File: src/core/eiu_pkg.sv
// package for the external interrupt front end: register map, layouts, reset values
package eiu_pkg;
    // register byte offsets
    localparam logic [7:0] EIU_OFS_IER    = 8'h00;
    localparam logic [7:0] EIU_OFS_IDR    = 8'h04;
    localparam logic [7:0] EIU_OFS_IMR    = 8'h08;
    localparam logic [7:0] EIU_OFS_ISR    = 8'h0c;
    localparam logic [7:0] EIU_OFS_ICR    = 8'h10;
    localparam logic [7:0] EIU_OFS_MODE   = 8'h14;
    localparam logic [7:0] EIU_OFS_EDGE   = 8'h18;
    localparam logic [7:0] EIU_OFS_LEVEL  = 8'h1c;
    localparam logic [7:0] EIU_OFS_FILTER = 8'h20;
    localparam logic [7:0] EIU_OFS_ASYNCHRONOUS_SELECT  = 8'h28;
    localparam logic [7:0] EIU_OFS_SCAN   = 8'h2c;
    localparam logic [7:0] EIU_OFS_EN     = 8'h30;
    localparam logic [7:0] EIU_OFS_DIS    = 8'h34;
    localparam logic [7:0] EIU_OFS_CTRL   = 8'h38;
    // scan register field positions
    localparam int EIU_SCAN_EN_BIT = 0;
    localparam int EIU_SCAN_PRESC_LSB = 8;
    localparam int EIU_SCAN_PRESC_W = 5;
    localparam int EIU_SCAN_PIN_LSB = 24;
    localparam int EIU_SCAN_PIN_W = 3;
    // reset values
    localparam logic [31:0] EIU_RST_ZERO = 32'h0000_0000;
    localparam logic [31:0] EIU_RST_UNMAPPED = 32'h0000_0000;
    // sampling depth of the pin synchroniser and of the filter window
    localparam int EIU_SYNC_STAGES = 2;
    localparam int EIU_FILT_DEPTH = 3;

    typedef struct packed {
        logic [7:0]  adr;
        logic        we;
        logic [3:0]  sel;
        logic [31:0] dat;
    } eiu_wb_req_t;

    typedef enum logic [0:0] {
        EIU_SCAN_IDLE = 1'b0,
        EIU_SCAN_RUN  = 1'b1
    } eiu_scan_state_t;
endpackage

File: src/core/eiu_external_irq_unit.sv
// external interrupt front end with keypad scan and wishbone registers
//
// What this block does
// - one maskable request output per input
// - rising, falling, high or low triggering
// - per-input switchable spike filter
// - per-input asynchronous detection for clockless wake
// - nmi input same features, to cpu
// - wake request without interrupt when masked
// - scan outputs drive columns, rows on inputs
// - key press interrupts, column index readable
// - mode bit edge/level, polarity bit selects
// - two flop synchroniser before detection
// - filter is majority of three samples
// - asynchronous_select acts as level, no filter
//
// Local design decisions: the placing of the registers and the Wishbone interface to the registers.
`timescale 1ns/1ps
`default_nettype none
module eiu_external_irq_unit #(
    parameter int NUM_IRQ = 8,
    parameter int NUM_SCAN = 8
) (
    input wire logic clk_i,
    input wire logic rst_i,
    input wire logic wb_cyc_i,
    input wire logic wb_stb_i,
    input wire logic wb_we_i,
    input wire logic [7:0] wb_adr_i,
    input wire logic [3:0] wb_sel_i,
    input wire logic [31:0] wb_dat_i,
    output logic [31:0] wb_dat_o,
    output logic wb_ack_o,
    input wire logic [NUM_IRQ-1:0] ext_irq_pin_i,
    input wire logic nmi_pin_i,
    output logic [NUM_IRQ-1:0] irq_o,
    output logic nmi_req_o,
    output logic wake_request_o,
    output logic [NUM_SCAN-1:0] keypad_column_out_o,
    output logic [NUM_SCAN-1:0] keypad_column_oe_n_o
);
    localparam int N = NUM_IRQ + 1;
    localparam int NMI_BIT = NUM_IRQ;
    localparam int SW = $clog2(NUM_SCAN);

    ////////////////////////////////////////////////////////////////////////
    eiu_pkg::eiu_wb_req_t req;
    logic [N-1:0] pin_all;
    logic [N-1:0] ctrl_ff, imr_ff, isr_ff, mode_ff, edge_ff, level_ff;
    logic [N-1:0] filt_ff, asynchronous_select_ff;
    logic [N-1:0] sync1_ff, sync2_ff, hist1_ff, hist2_ff, prev_ff;
    logic [N-1:0] trig, asynchronous_select_hit, nxt_isr;
    logic [N-1:0] wr_ier, wr_idr, wr_icr, wr_en, wr_dis;
    logic [31:0] wr_data;
    logic [31:0] nxt_rdata;
    logic wr_stb, rd_stb;
    logic scan_en_ff;
    logic [eiu_pkg::EIU_SCAN_PRESC_W-1:0] scan_presc_ff;
    logic [SW-1:0] scan_col_ff, scan_pin_ff;
    logic [31:0] scan_cnt_ff;
    eiu_pkg::eiu_scan_state_t scan_state_ff;
    logic [31:0] wb_dat_ff;
    logic wb_ack_ff;
    logic [NUM_IRQ-1:0] irq_ff;
    logic nmi_ff, wake_ff;
    logic [NUM_SCAN-1:0] col_ff, col_oe_n_ff;

    assign pin_all = {nmi_pin_i, ext_irq_pin_i};
    assign req = '{adr: wb_adr_i, we: wb_we_i, sel: wb_sel_i, dat: wb_dat_i};
    // one ack per access; a wait state keeps the ack single-cycle
    assign wr_stb = wb_cyc_i && wb_stb_i && req.we && !wb_ack_ff;
    assign rd_stb = wb_cyc_i && wb_stb_i && !req.we && !wb_ack_ff;
    // unselected byte lanes write as zero, they do not keep old bits
    always_comb begin
        for (int b = 0; b < 4; b++) begin
            wr_data[8*b +: 8] = req.sel[b] ? req.dat[8*b +: 8] : 8'h00;
        end
    end
    assign wr_ier = (wr_stb && req.adr == eiu_pkg::EIU_OFS_IER) ? wr_data[N-1:0] : '0;
    assign wr_idr = (wr_stb && req.adr == eiu_pkg::EIU_OFS_IDR) ? wr_data[N-1:0] : '0;
    assign wr_icr = (wr_stb && req.adr == eiu_pkg::EIU_OFS_ICR) ? wr_data[N-1:0] : '0;
    assign wr_en = (wr_stb && req.adr == eiu_pkg::EIU_OFS_EN) ? wr_data[N-1:0] : '0;
    assign wr_dis = (wr_stb && req.adr == eiu_pkg::EIU_OFS_DIS) ? wr_data[N-1:0] : '0;

    ////////////////////////////////////////////////////////////////////////
    // config registers
    always_ff @(posedge clk_i) begin
        if (rst_i) begin
            ctrl_ff <= '0;
            imr_ff <= '0;
            mode_ff <= '0;
            edge_ff <= '0;
            level_ff <= '0;
            filt_ff <= '0;
            asynchronous_select_ff <= '0;
        end else begin
            imr_ff <= (imr_ff | wr_ier) & ~wr_idr;
            ctrl_ff <= (ctrl_ff | wr_en) & ~wr_dis;
            // mode and polarity apply at once; an enabled lane may trigger
            // on the change itself, so software disables it first
            if (wr_stb && req.adr == eiu_pkg::EIU_OFS_MODE) begin
                mode_ff <= wr_data[N-1:0];
            end
            if (wr_stb && req.adr == eiu_pkg::EIU_OFS_EDGE) begin
                edge_ff <= wr_data[N-1:0];
            end
            if (wr_stb && req.adr == eiu_pkg::EIU_OFS_LEVEL) begin
                level_ff <= wr_data[N-1:0];
            end
            if (wr_stb && req.adr == eiu_pkg::EIU_OFS_FILTER) begin
                filt_ff <= wr_data[N-1:0];
            end
            if (wr_stb && req.adr == eiu_pkg::EIU_OFS_ASYNCHRONOUS_SELECT) begin
                asynchronous_select_ff <= wr_data[N-1:0];
            end
        end
    end

    ////////////////////////////////////////////////////////////////////////
    // per-input detection, nmi is the top lane
    // nmi shares the same lane logic
    genvar g;
    generate
        for (g = 0; g < N; g++) begin : g_lane
            logic vote, samp, pol, lvl_hit, edge_hit;
            // filtered lanes lag one cycle behind unfiltered ones
            // majority of latest three
            assign vote = (sync2_ff[g] & hist1_ff[g]) | (sync2_ff[g] & hist2_ff[g])
                        | (hist1_ff[g] & hist2_ff[g]);
            assign samp = filt_ff[g] ? vote : sync2_ff[g];
            assign pol = mode_ff[g] ? level_ff[g] : edge_ff[g];
            assign lvl_hit = pol ? samp : !samp;
            assign edge_hit = pol ? (samp && !prev_ff[g]) : (!samp && prev_ff[g]);
            assign trig[g] = mode_ff[g] ? lvl_hit : edge_hit;
            // raw pin on purpose: with the clock stopped no flop can sample it
            // raw pin as level, unfiltered, no clock needed
            assign asynchronous_select_hit[g] = ctrl_ff[g] && asynchronous_select_ff[g]
                                && (pin_all[g] == (mode_ff[g] ? level_ff[g] : edge_ff[g]));
        end
    endgenerate

    // two flop synchroniser
    // no reset: the chain follows the pins through reset, so the edge
    // detector sees no false edge when reset lets go
    always_ff @(posedge clk_i) begin
        sync1_ff <= pin_all;
        sync2_ff <= sync1_ff;
        hist1_ff <= sync2_ff;
        hist2_ff <= hist1_ff;
        prev_ff <= g_filtered_samples();
    end

    function automatic logic [N-1:0] g_filtered_samples();
        logic [N-1:0] s;
        for (int i = 0; i < N; i++) begin
            s[i] = filt_ff[i]
                 ? ((sync2_ff[i] & hist1_ff[i]) | (sync2_ff[i] & hist2_ff[i])
                    | (hist1_ff[i] & hist2_ff[i]))
                 : sync2_ff[i];
        end
        return s;
    endfunction

    // set wins over clear; disable clears; asynchronous_select path sets on the next edge
    // level lanes set again while the pin holds, so a clear only sticks
    // once the condition has gone away
    always_comb begin
        // asynchronous_select lanes bypass the synchronous detector entirely
        nxt_isr = ((isr_ff & ~wr_icr) | (trig & ~asynchronous_select_ff) | asynchronous_select_hit) & ctrl_ff & ~wr_dis;
    end

    always_ff @(posedge clk_i) begin
        if (rst_i) begin
            isr_ff <= '0;
            irq_ff <= '0;
            nmi_ff <= 1'b0;
            wake_ff <= 1'b0;
        end else begin
            isr_ff <= nxt_isr;
            irq_ff <= nxt_isr[NUM_IRQ-1:0] & imr_ff[NUM_IRQ-1:0];
            nmi_ff <= nxt_isr[NMI_BIT] & imr_ff[NMI_BIT];
            wake_ff <= |nxt_isr;
        end
    end
    // the only output not from a flop: it must rise with no clock running
    // asynchronous_select wake seen without waiting for the status edge
    assign wake_request_o = wake_ff | (|asynchronous_select_hit);

    ////////////////////////////////////////////////////////////////////////
    // keypad scan
    always_ff @(posedge clk_i) begin
        if (rst_i) begin
            scan_en_ff <= 1'b0;
            scan_presc_ff <= '0;
        end else if (wr_stb && req.adr == eiu_pkg::EIU_OFS_SCAN) begin
            scan_en_ff <= wr_data[eiu_pkg::EIU_SCAN_EN_BIT];
            scan_presc_ff <= wr_data[eiu_pkg::EIU_SCAN_PRESC_LSB +: eiu_pkg::EIU_SCAN_PRESC_W];
        end
    end

    always_ff @(posedge clk_i) begin
        if (rst_i) begin
            scan_state_ff <= eiu_pkg::EIU_SCAN_IDLE;
            scan_cnt_ff <= '0;
            scan_col_ff <= '0;
            scan_pin_ff <= '0;
        end else begin
            unique case (scan_state_ff)
                eiu_pkg::EIU_SCAN_IDLE: begin
                    scan_cnt_ff <= '0;
                    scan_col_ff <= '0;
                    if (scan_en_ff) begin
                        scan_state_ff <= eiu_pkg::EIU_SCAN_RUN;
                    end
                end
                eiu_pkg::EIU_SCAN_RUN: begin
                    if (!scan_en_ff) begin
                        scan_state_ff <= eiu_pkg::EIU_SCAN_IDLE;
                    end else if (scan_cnt_ff == (32'h1 << scan_presc_ff) - 32'h1) begin
                        // prescale p holds each column for 2^p cycles
                        // fixed rotation
                        scan_cnt_ff <= '0;
                        scan_col_ff <= (scan_col_ff == SW'(NUM_SCAN - 1)) ? '0
                                     : scan_col_ff + SW'(1);
                    end else begin
                        scan_cnt_ff <= scan_cnt_ff + 32'h1;
                    end
                    // oe lags scan_col_ff by an edge and the row passes two synchroniser flops,
                    // so the index matches only if that column is held for 4 cycles or more
                    // record the column of the key
                    if (|(nxt_isr[NUM_IRQ-1:0] & ~isr_ff[NUM_IRQ-1:0])) begin
                        scan_pin_ff <= scan_col_ff;
                    end
                end
            endcase
        end
    end

    // columns driven low one at a time, others released
    always_ff @(posedge clk_i) begin
        if (rst_i) begin
            col_ff <= '0;
            col_oe_n_ff <= '1;
        end else begin
            for (int c = 0; c < NUM_SCAN; c++) begin
                col_ff[c] <= 1'b0;
                col_oe_n_ff[c] <= !(scan_state_ff == eiu_pkg::EIU_SCAN_RUN
                                    && scan_col_ff == SW'(c));
            end
        end
    end

    ////////////////////////////////////////////////////////////////////////
    // wishbone read mux and ack
    always_comb begin
        nxt_rdata = eiu_pkg::EIU_RST_UNMAPPED;
        unique case (req.adr)
            eiu_pkg::EIU_OFS_IMR: nxt_rdata[N-1:0] = imr_ff;
            eiu_pkg::EIU_OFS_ISR: nxt_rdata[N-1:0] = isr_ff;
            eiu_pkg::EIU_OFS_MODE: nxt_rdata[N-1:0] = mode_ff;
            eiu_pkg::EIU_OFS_EDGE: nxt_rdata[N-1:0] = edge_ff;
            eiu_pkg::EIU_OFS_LEVEL: nxt_rdata[N-1:0] = level_ff;
            eiu_pkg::EIU_OFS_FILTER: nxt_rdata[N-1:0] = filt_ff;
            eiu_pkg::EIU_OFS_ASYNCHRONOUS_SELECT: nxt_rdata[N-1:0] = asynchronous_select_ff;
            eiu_pkg::EIU_OFS_CTRL: nxt_rdata[N-1:0] = ctrl_ff;
            eiu_pkg::EIU_OFS_SCAN: begin
                nxt_rdata[eiu_pkg::EIU_SCAN_EN_BIT] = scan_en_ff;
                nxt_rdata[eiu_pkg::EIU_SCAN_PRESC_LSB +: eiu_pkg::EIU_SCAN_PRESC_W] =
                    scan_presc_ff;
                nxt_rdata[eiu_pkg::EIU_SCAN_PIN_LSB +: SW] = scan_pin_ff;
            end
            default: nxt_rdata = eiu_pkg::EIU_RST_UNMAPPED;
        endcase
    end

    // a write lands at the edge that raises ack; read data stands with ack
    // the ack blocks a second take, so the next access can follow the ack edge with cyc held high
    always_ff @(posedge clk_i) begin
        if (rst_i) begin
            wb_ack_ff <= 1'b0;
            wb_dat_ff <= eiu_pkg::EIU_RST_ZERO;
        end else begin
            wb_ack_ff <= wr_stb || rd_stb;
            wb_dat_ff <= rd_stb ? nxt_rdata : eiu_pkg::EIU_RST_ZERO;
        end
    end

    assign wb_ack_o = wb_ack_ff;
    assign wb_dat_o = wb_dat_ff;
    assign irq_o = irq_ff;
    assign nmi_req_o = nmi_ff;
    assign keypad_column_out_o = col_ff;
    assign keypad_column_oe_n_o = col_oe_n_ff;
endmodule // eiu_external_irq_unit
`default_nettype wire

File: config.mk
export PLATFORM = sky130hd
export DESIGN_NAME = eiu_external_irq_unit
export DESIGN_NICKNAME = d
export VERILOG_FILES = /design/src/core/eiu_pkg.sv /design/src/core/eiu_external_irq_unit.sv
export SDC_FILE = /design/constraint.sdc
export NUM_CORES = 1
export LEC_CHECK = 0
export BUFFER_PORTS_ARGS = -buffer_cell sky130_fd_sc_hd__buf_2
export CORE_ASPECT_RATIO = 1.25
export CORE_MARGIN = 1.5
export CORE_UTILIZATION = 40
export DETAILED_ROUTE_END_ITERATION = 10
export PLACE_DENSITY_LB_ADDON = 0.15
export SLEW_MARGIN = 0
export SYNTH_ARGS = -nofsm -noshare
export SYNTH_HDL_FRONTEND = slang
export SYNTH_SLANG_ARGS = --single-unit
File: constraint.sdc
create_clock -name clk_i -period 7.3 [get_ports clk_i]
set_input_delay 0 -clock clk_i [delete_from_list [all_inputs] [get_ports clk_i]]
set_output_delay 0 -clock clk_i [all_outputs]
set_load 0.005 [all_outputs]
==> flow_summary.toml, run 1 <==
[cells_and_area]
final_net_count = 1259
final_area_sq_um = 10700
fillers = 2254
fin_cells = 1493
diodes = 0
drive_above_1_share_pct = 11.3
area_growth_pct = 14.3

[yosys]
synth_compound_area_share_pct = 20.2
ys_top_cells_by_area = "dfxtp_1, nor2_1, a21oi_1"
synth_warnings = 0
synth_cell_types = 74
ys_ff_latch = 197
synth-main-ff-cell = "dfxtp_1"
synth-xor-area-share_pct = 5.05
netlist_area_sq_um = 9370
synth_cells = 1128
avgSynthCellArea_sq_um = 8.30
yosysMostFrequentCell = "dfxtp_1"
synth-simple-area-share_pct = 23.3
muxShareOfSynthArea_pct = 2.40
yosysTopAreaCell = "dfxtp_1"
async_reset_ff_share_pct = 0
ys_seq_area_share_pct = 42.1
synth_top_area_share_pct = 42.1
synthAdderAreaFrac_pct = 1.07
netlist_top_cells_count = "dfxtp_1, nor2_1, a21oi_1"
synth_edf_count = 0
synth_top_family_by_area = "simple AND/OR/NAND/NOR gates"

[global_route]
met1_usage_pct = 27.2
grt_util_met3_pct = 3.53
use_met2_pct = 38.1
grt_max_degree = 85
grt.total_usage_pct = 22.1
overflow = 0
grt_pass1_vias = 7747
top_usage_layer = "met2"
antenna_found_initial = 0
grt_pass1_wl_um = 42200

[sta]
maxSlewHeadroom_pct = 24.3
fmaxAchievable_mhz = 219
final-hold-violation-count = 0
setup_violations = 0
max_slew.worst_pin.slew_ns = 1.13
drv_slew = 0
post-route-period-util_pct = 62.5
rsz0062_at_grt = "no"
fin_crit_ns = 4.56
fin_skew_ns = 0.0103
fin_tns_setup_ns = 0

[placed_design]
dp_cells = 1432
dp_hpwl_um = 18800
dpl-instance-area_sq_um = 9780
portBuffers = 71
gp_congestion = 0.926

[power_and_ir_drop]
seqPwrFrac_pct = 50.4
sw_frac_of_total_pct = 23.1
netSwitchingPower_uw = 502
power_leakage_uw = 0.00393
vdd_drop_max_mv = 0.149
internal_power_uw = 1670
power_frac_clock_pct = 46.1
power_density_nw_per_um2 = 203
comb_power_share_pct = 3.5

[floorplanning]
die_h_um = 174
dieArea_sq_um = 24300
placeableCoreArea_sq_um = 23000
fp.dieW_um = 140
std_cell_rows = 62
start_util_pct = 40.8
io-pin-count = 117

[clock_tree]
cts.sinks = 197
clockBufferDepth = 2
cts_hold_buf = 30
cts_root_buf = "clkbuf_16"
clk_pin_slew_ns = 0.07
cts.htree.levels = 4
cts_inserted_buffers = 17
worstSkewPairLatency_ns = 0.44
cts_tree = "built"
cts-resized-gates = 0
post-cts-setup-buffer-count = 0

[detailed_routing]
wirelength_um = 26900
drtAntennaViolNets = 0
detailedRoute.firstIterationViolations = 666
wl_per_cell_um = 18.0
remaining_drc_errors = 3
via_per_inst = 5.65
firstDrtPassIters = 9
vias = 8431

[setup_path]
critPathRequiredTime_ns = 7.61
crit_arrival_ns = 4.87
end_kind = "flop"
crit_type = "flop to flop"
worst-path-max-fanout = 39
cp-start-kind = "flop"

[job]
cap_viol_max_count = 0

[min_path]
hold_class = "primary input to flop"

[run_status]
status = "finished with violations"
violations = "design-rule violations"
==> state kept, by name, indices dropped and copies added (netlist names), 3 cells and up <==
name                    flops
scan_pin_ff                 3
irq_o                       8
isr_ff                      9
mode_ff                     9
asynchronous_select_ff      9
hist1_ff                    9
level_ff                    9
scan_presc_ff               5
prev_ff                     9
ctrl_ff                     9
keypad_column_oe_n_o        8
sync2_ff                    9
scan_cnt_ff                32
scan_col_ff                 3
wb_dat_o                   16
filt_ff                     9
sync1_ff                    9
edge_ff                     9
imr_ff                      9
hist2_ff                    9
==> metal layers <==
metal  share of wire, %  up-vias
li1                   -     4101
met1                 42     3949
met2                 49      324
met3                5.9       57
met4                3.3        0
met5                  0        -
==> logic make-up (layout without fill, tap and decap cells) <==
family                   count (synthesis)  after routing
flip-flops                             197            197
buffers and inverters                  110            164
multiplexers                            22             22
adder cells (fa/ha/maj)                  8              8
XOR/XNOR                                54             54
AND/OR/NAND/NOR                        451            451
other                                    1             24
AO/OA/AOI/OAI                          285            285
==> worst paths after layout <==
| check | startpoint | to | slack (ns) | cells past startpoint |
|---|---|---|---|---|
| worst max-delay path | scan_presc_ff[4] | scan_cnt_ff[9] | 2.74 | 13 |
| worst min-delay path | wb_we_i | wb_dat_o[12] | 0.03 | 3 |
| worst max register to register | scan_presc_ff[4] | scan_cnt_ff[9] | 2.74 | 13 |
| worst min register to register | sync1_ff[0] | sync2_ff[0] | 0.33 | 0 |
==> area by class of cell <==
type,instances,area (sq um),share of cell area [%]
Tap cell,288,360,3.37
Inverter,21,78.8,0.736
Clock inverter,13,190,1.78
Clock buffer,18,429,4.01
Sequential cell,197,3940,36.8
Timing Repair Buffer,112,738,6.90
Multi-Input combinational cell,844,4960,46.4
==> power groups by stage <==
stage	logic, uW	clock network (uW)	registers, uW
after floorplan	46.1	0	1120
after global placement	63.5	0	1120
after detailed placement	63.9	0	1120
after CTS	74.2	1020	1090
after global routing	81.3	1060	1100
final	75.2	1000	1090
==> metrics by stage <==
stage	total power [uW]	util, %	hold WS (ns)	setup slack (ns)
after detailed placement	1180	42.6	0.141	2.81
after floorplan	1160	-	0.0277	3.51
after global routing	2240	46.6	0.0619	2.39
after CTS	2190	46.6	0.0456	2.76
final	2170	46.6	0.0276	2.74
after global placement	1180	42.6	0.140	2.86
==> worst max-delay path, stage by stage (launching register included) <==
cell and delay [ns]:
dfxtp_1 0.30, buf_4 0.24, nor3_1 0.38, nand3b_1 0.13, ha_1 0.50, nor4_1 0.37, mux2_2 0.22, a22oi_1 0.10
a221o_1 0.40, or4_1 0.55, or4b_4 0.55, o31ai_4 0.22, buf_4 0.35, nor2_1 0.10
==> layout by cell type (no fill, tap or decap), drive strengths merged, types with 7 or more instances in the layout <==
cell type,netlist,final
o31ai,7,7
a31oi,28,28
dlygate4sd3,0,30
clkbuf,50,18
nand2b,17,17
nor3b,14,14
buf,39,82
nand4,11,11
nand2,67,67
inv,21,27
conb,1,24
a21oi,95,95
a21o,11,11
dfxtp,197,197
and2,20,20
nor4,13,13
or2,7,7
nor2,196,196
a22o,17,17
mux2i,18,18
nor2b,10,10
xnor2,26,26
and3,16,16
o21ai,35,35
a311oi,9,9
ha,8,8
nor3,23,23
a22oi,20,20
a221oi,11,11
nand3,30,30
xor2,28,28
(Power assumes the default switching activity.)
==> inputs of run 2 (changes only) <==
==> constraint.sdc (replaced) <==
create_clock -name clk_i -period 3.75 [get_ports clk_i]
set_input_delay 0 -clock clk_i [delete_from_list [all_inputs] [get_ports clk_i]]
set_output_delay 0 -clock clk_i [all_outputs]
set_load 0.005 [all_outputs]
==> run 2 against run 1 <==
  * The flow still finishes with violations (design-rule violations)
  * Flip-flop and latch count did not move
  * Sequential power is 95% higher
  * Clock power up 93%
  * Maximum frequency is 26% higher
  * First-iteration DRC count grew 9.9%
  * Critical path depth unchanged
  * Core utilization rose by 1.0 points
  * Wire length increased by 1.1%
  * Non-clock buffer count up 24
  * Hold slack gained 0.023 ns
  * Combinational power rose by 97%
==> flow_summary.toml, run 2 (synthesized netlist as in run 1, its figures left out) <==
[detailed_routing]
firstDrtPassIters = 9
wirelength_um = 27200
vias = 8398
drtAntennaViolNets = 0
remaining_drc_errors = 4
wl_per_cell_um = 17.9
detailedRoute.firstIterationViolations = 732
via_per_inst = 5.54

[sta]
fin_skew_ns = 0.0101
maxSlewHeadroom_pct = 26.6
max_slew.worst_pin.slew_ns = 1.10
fin_tns_setup_ns = 0
fmaxAchievable_mhz = 276
post-route-period-util_pct = 96.5
setup_violations = 0
drv_slew = 0
rsz0062_at_grt = "no"
final-hold-violation-count = 0
fin_crit_ns = 3.62

[clock_tree]
worstSkewPairLatency_ns = 0.44
cts.sinks = 197
clk_pin_slew_ns = 0.07
cts_tree = "built"
cts_root_buf = "clkbuf_16"
cts_inserted_buffers = 17
clockBufferDepth = 2
cts.htree.levels = 4

[setup_path]
cp-start-kind = "flop"
crit_type = "flop to flop"
cpPeakStageDelay_ns = 0.54
crit_arrival_ns = 3.95
critPathRequiredTime_ns = 4.08
worst-path-max-fanout = 15
path_cells = "nor3_4, nand3b_1, ha_1, xnor2_1, a311oi_2, o221ai_1, a221o_1, or4_1, or4b_4, o31ai_4, buf_6, clkbuf_16, nor2_1"
end_kind = "flop"
slowest_stage = "or4_1"

[placed_design]
portBuffers = 71
dp_hpwl_um = 19000
dpl-instance-area_sq_um = 9960
gp_congestion = 0.915

[min_path]
hold_class = "primary input to flop"

[floorplanning]
placeableCoreArea_sq_um = 23000
dieArea_sq_um = 24300
start_util_pct = 40.8
std_cell_rows = 62
die_h_um = 174
fp.dieW_um = 140
io-pin-count = 117

[power_and_ir_drop]
power_density_nw_per_um2 = 385
vdd_drop_max_mv = 0.323
power_leakage_uw = 0.00407

[cells_and_area]
drive_above_1_share_pct = 13.2
final_cell_mix = "dfxtp_1, nor2_1, a21oi_1, buf_2, nand2_1"
final_area_sq_um = 10900
final_common_cell = "dfxtp_1"
diodes = 0
area_growth_pct = 16.7
largest_reg_flops = 32
top_register = "scan_cnt_ff"
final_net_count = 1283

[global_route]
grt_max_degree = 85
grt.total_usage_pct = 22.3
grt_pass1_vias = 7765
grt_pass1_wl_um = 42400
overflow = 0
antenna_found_initial = 0

[run_status]
status = "finished with violations"
violations = "design-rule violations"

[job]
cap_viol_max_count = 0
run 2: cell count changes in the layout (fill, tap and decap cells not counted), sizes merged:
cell    before  now
buf         82  105
clkbuf      18   19
run 2: final timing paths:
kind                    startpoint             end  slack [ns]  cells past startpoint
setup / recovery  scan_presc_ff[3]  scan_cnt_ff[6]        0.13                     13
hold / removal             wb_we_i    wb_dat_o[12]        0.05                      3
setup reg to reg  scan_presc_ff[3]  scan_cnt_ff[6]        0.13                     13
hold reg to reg        sync1_ff[6]     sync2_ff[6]        0.33                      0
run 2: through the flow:
| step | util (%) | setup slack, ns | total power [uW] | cells | hold slack, ns |
|---|---|---|---|---|---|
| global route | 47.6 | 0.00522 | 4360 | 1517 | 0.0903 |
| finish | 47.6 | 0.131 | 4210 | 1517 | 0.0507 |
| detailed placement | 43.4 | 0.121 | 2310 | 1453 | 0.137 |
| global placement | 43.4 | 0.197 | 2310 | 1453 | 0.136 |
| CTS | 47.4 | 0.0965 | 4260 | 1514 | 0.0569 |
| floorplan | - | 0.0354 | 2270 | 1151 | 0.0277 |
run 2: final cells by class:
cell class	instances	area, sq um
timing repair buffer	136	952
inverter	21	78.8
sequential	197	3940
multi-input combinational	844	4980
clock inverter	13	193
tap	288	360
clock buffer	18	429
fill	2264	12000
run 2: where the power goes:
| part | switching (uW) | internal [uW] | total (uW) | leakage, uW |
|---|---|---|---|---|
| clock | 859 | 1080 | 1930 | 0.000298 |
| combinational | 88.2 | 59.5 | 148 | 0.00216 |
| sequential | 12.4 | 2120 | 2130 | 0.00160 |
run 2: worst max-delay path, delay by kind of cell, from the launching register on:
| family | cells | cell delay, ns |
|---|---|---|
| simple gates | 5 | 1.47 |
| xor+xnor | 1 | 0.14 |
| compound gates | 4 | 0.91 |
| buf+inv | 2 | 0.34 |
| fa+ha+maj | 1 | 0.31 |
| flops | 1 | 0.34 |
run 2: metal layers:
metal	vias to the layer above	GRT usage (%)	part of all wire, %
met5	-	0	0
met4	0	9.52	3.7
met3	56	3.44	4.9
met2	248	37.3	48
met1	3943	28.5	44
li1	4151	-	-
run 2: what timing repair did:
| item | in CTS | in global routing |
|---|---|---|
| setup endpoints to repair | 0 | 31 |
| hold buffers | 30 | 0 |
| endpoints found under the hold margin | 36 | 0 |
| resized for setup | 0 | 3 |
| setup buffers | 0 | 2 |
==> inputs of run 3 (changes only) <==
==> constraint.sdc (replaced) <==
create_clock -name clk_i -period 4.62 [get_ports clk_i]
set_input_delay 0 -clock clk_i [delete_from_list [all_inputs] [get_ports clk_i]]
set_output_delay 0 -clock clk_i [all_outputs]
set_load 0.005 [all_outputs]
==> run 3 against run 2 <==
  * Clock-buffer cell count unchanged
  * The flow still finishes with violations (design-rule violations)
  * Wire length decreased by 1.1%
  * Clock power down 20%
  * Die area unchanged
  * Worst setup slack improved by 0.49 ns
  * Sequential share of layout area up 0.66 points
  * Flip-flop and latch count is the same
==> flow_summary.toml, run 3 (synthesized netlist as in run 1, its figures left out) <==
[run_status]
status = "finished with violations"
violations = "design-rule violations"

[power_and_ir_drop]
p_total_uw = 3390
power_density_nw_per_um2 = 315
power_leakage_uw = 0.00396
vdd_drop_max_mv = 0.272

[setup_path]
crit_type = "flop to flop"
rr_worst_depth = 12
r2r-end = "scan_cnt_ff[19]"
path_cells = "nor3_1, nand3b_1, ha_1, nor4_1, mux2_2, a22oi_1, a221o_1, or4_1, or4b_4, o31ai_4, buf_4, nor2_1"
end_kind = "flop"
r2r_setup_slack_ns = 0.62
cp-start-kind = "flop"
crit_path_start = "scan_presc_ff[4]"
r2r_start = "scan_presc_ff[4]"
crit_arrival_ns = 4.31
slowest_stage = "or4_1"
crit_path_end = "scan_cnt_ff[19]"
worst-path-max-fanout = 31
cpPeakStageDelay_ns = 0.55
critPathRequiredTime_ns = 4.93

[cells_and_area]
fin_cells = 1500
area_growth_pct = 14.6
largest_reg_flops = 32
top_register = "scan_cnt_ff"
final_net_count = 1265
final_cell_mix = "dfxtp_1, nor2_1, a21oi_1, buf_2, nand2_1"
diodes = 0
final_common_cell = "dfxtp_1"
drive_above_1_share_pct = 11.9

[global_route]
grt.total_usage_pct = 22.1
grt_pass1_wl_um = 42200
grt_max_degree = 56
overflow = 0
antenna_found_initial = 0
grt_pass1_vias = 7780

[floorplanning]
start_util_pct = 40.8
std_cell_rows = 62
dieArea_sq_um = 24300
die_h_um = 174
io-pin-count = 117
placeableCoreArea_sq_um = 23000
fp.dieW_um = 140

[detailed_routing]
remaining_drc_errors = 3
wirelength_um = 26800
drtAntennaViolNets = 0
firstDrtPassIters = 10
via_per_inst = 5.54
detailedRoute.firstIterationViolations = 612
vias = 8315
wl_per_cell_um = 17.9

[clock_tree]
worstSkewPairLatency_ns = 0.44
cts.htree.levels = 4
clk_pin_slew_ns = 0.07
post-cts-setup-buffer-count = 0
cts_inserted_buffers = 17
cts-resized-gates = 0
cts.sinks = 197
cts_tree = "built"
cts_root_buf = "clkbuf_16"
clockBufferDepth = 2
cts_hold_buf = 30

[job]
cap_viol_max_count = 0

[sta]
max_slew.worst_pin.slew_ns = 1.04
post-route-period-util_pct = 86.5
fin_skew_ns = 0.0118
fin_crit_ns = 4.00
maxSlewHeadroom_pct = 30.4
drv_slew = 0
fmaxAchievable_mhz = 250
fin_tns_setup_ns = 0
rsz0062_at_grt = "no"
final-hold-violation-count = 0
setup_violations = 0

[min_path]
hold_class = "primary input to flop"
whs_path_depth = 3

[placed_design]
gp_congestion = 0.890
portBuffers = 71
dp_cells = 1438
dp_hpwl_um = 18800
[run 3: cell types whose count changed in the layout (fill, tap and decap cells not counted), sizes merged]
| cell | previous run | this run |
|---|---|---|
| buf | 105 | 88 |
| bufinv | 3 | 2 |
| clkbuf | 19 | 18 |
| clkinv | 2 | 5 |
| clkinvlp | 2 | 1 |
[run 3: worst min path at each step]
stage                startpoint           end  slack, ns
3_5_place_dp   ext_irq_pin_i[6]   sync1_ff[6]       0.14
4_1_cts                 wb_we_i  wb_dat_o[12]       0.02
3_3_place_gp   ext_irq_pin_i[6]   sync1_ff[6]       0.14
5_1_grt                 wb_we_i  wb_dat_o[12]       0.03
6_report                wb_we_i  wb_dat_o[12]       0.03
2_1_floorplan  ext_irq_pin_i[0]   sync1_ff[0]       0.03
[run 3: per-layer routing]
layer / up-vias / track usage [%] / part of all wire [%]
met4: 0 / 9.74 / 3.7
li1: 4101 / - / -
met2: 261 / 36.8 / 47
met3: 58 / 4.46 / 6.2
met1: 3895 / 27.5 / 43
met5: - / 0 / 0
[run 3: area by class of cell]
type	instances	area (sq um)
Fill cell	2319	12200
Timing Repair Buffer	118	783
Sequential cell	197	3940
Tap cell	288	360
Inverter	21	78.8
Clock buffer	18	439
Multi-Input combinational cell	844	4960
Clock inverter	14	168
[run 3: critical path: cells and delay by family, from the launching register on]
family,cells,cell delay (ns)
simple gates,6,2.06
fa+ha+maj,1,0.23
compound gates,3,0.67
buf+inv,1,0.36
flops,1,0.31
mux,1,0.22
[run 3: through the flow]
step	cell area, sq um	setup WS [ns]	hold WS (ns)	util [%]
3_5_place_dp	9830	0.674	0.137	42.8
3_3_place_gp	9830	0.744	0.138	42.8
4_1_cts	10700	0.643	0.0154	46.8
2_1_floorplan	9450	0.832	0.0277	-
5_1_grt	10700	0.447	0.0268	46.8
6_report	10700	0.622	0.0262	46.8
[run 3: power by group]
| group | total [uW] | internal [uW] | switching [uW] |
|---|---|---|---|
| combinational | 120 | 47.9 | 71.8 |
| sequential | 1730 | 1720 | 10.0 |
| clock | 1540 | 831 | 706 |
| total | 3390 | 2600 | 788 |
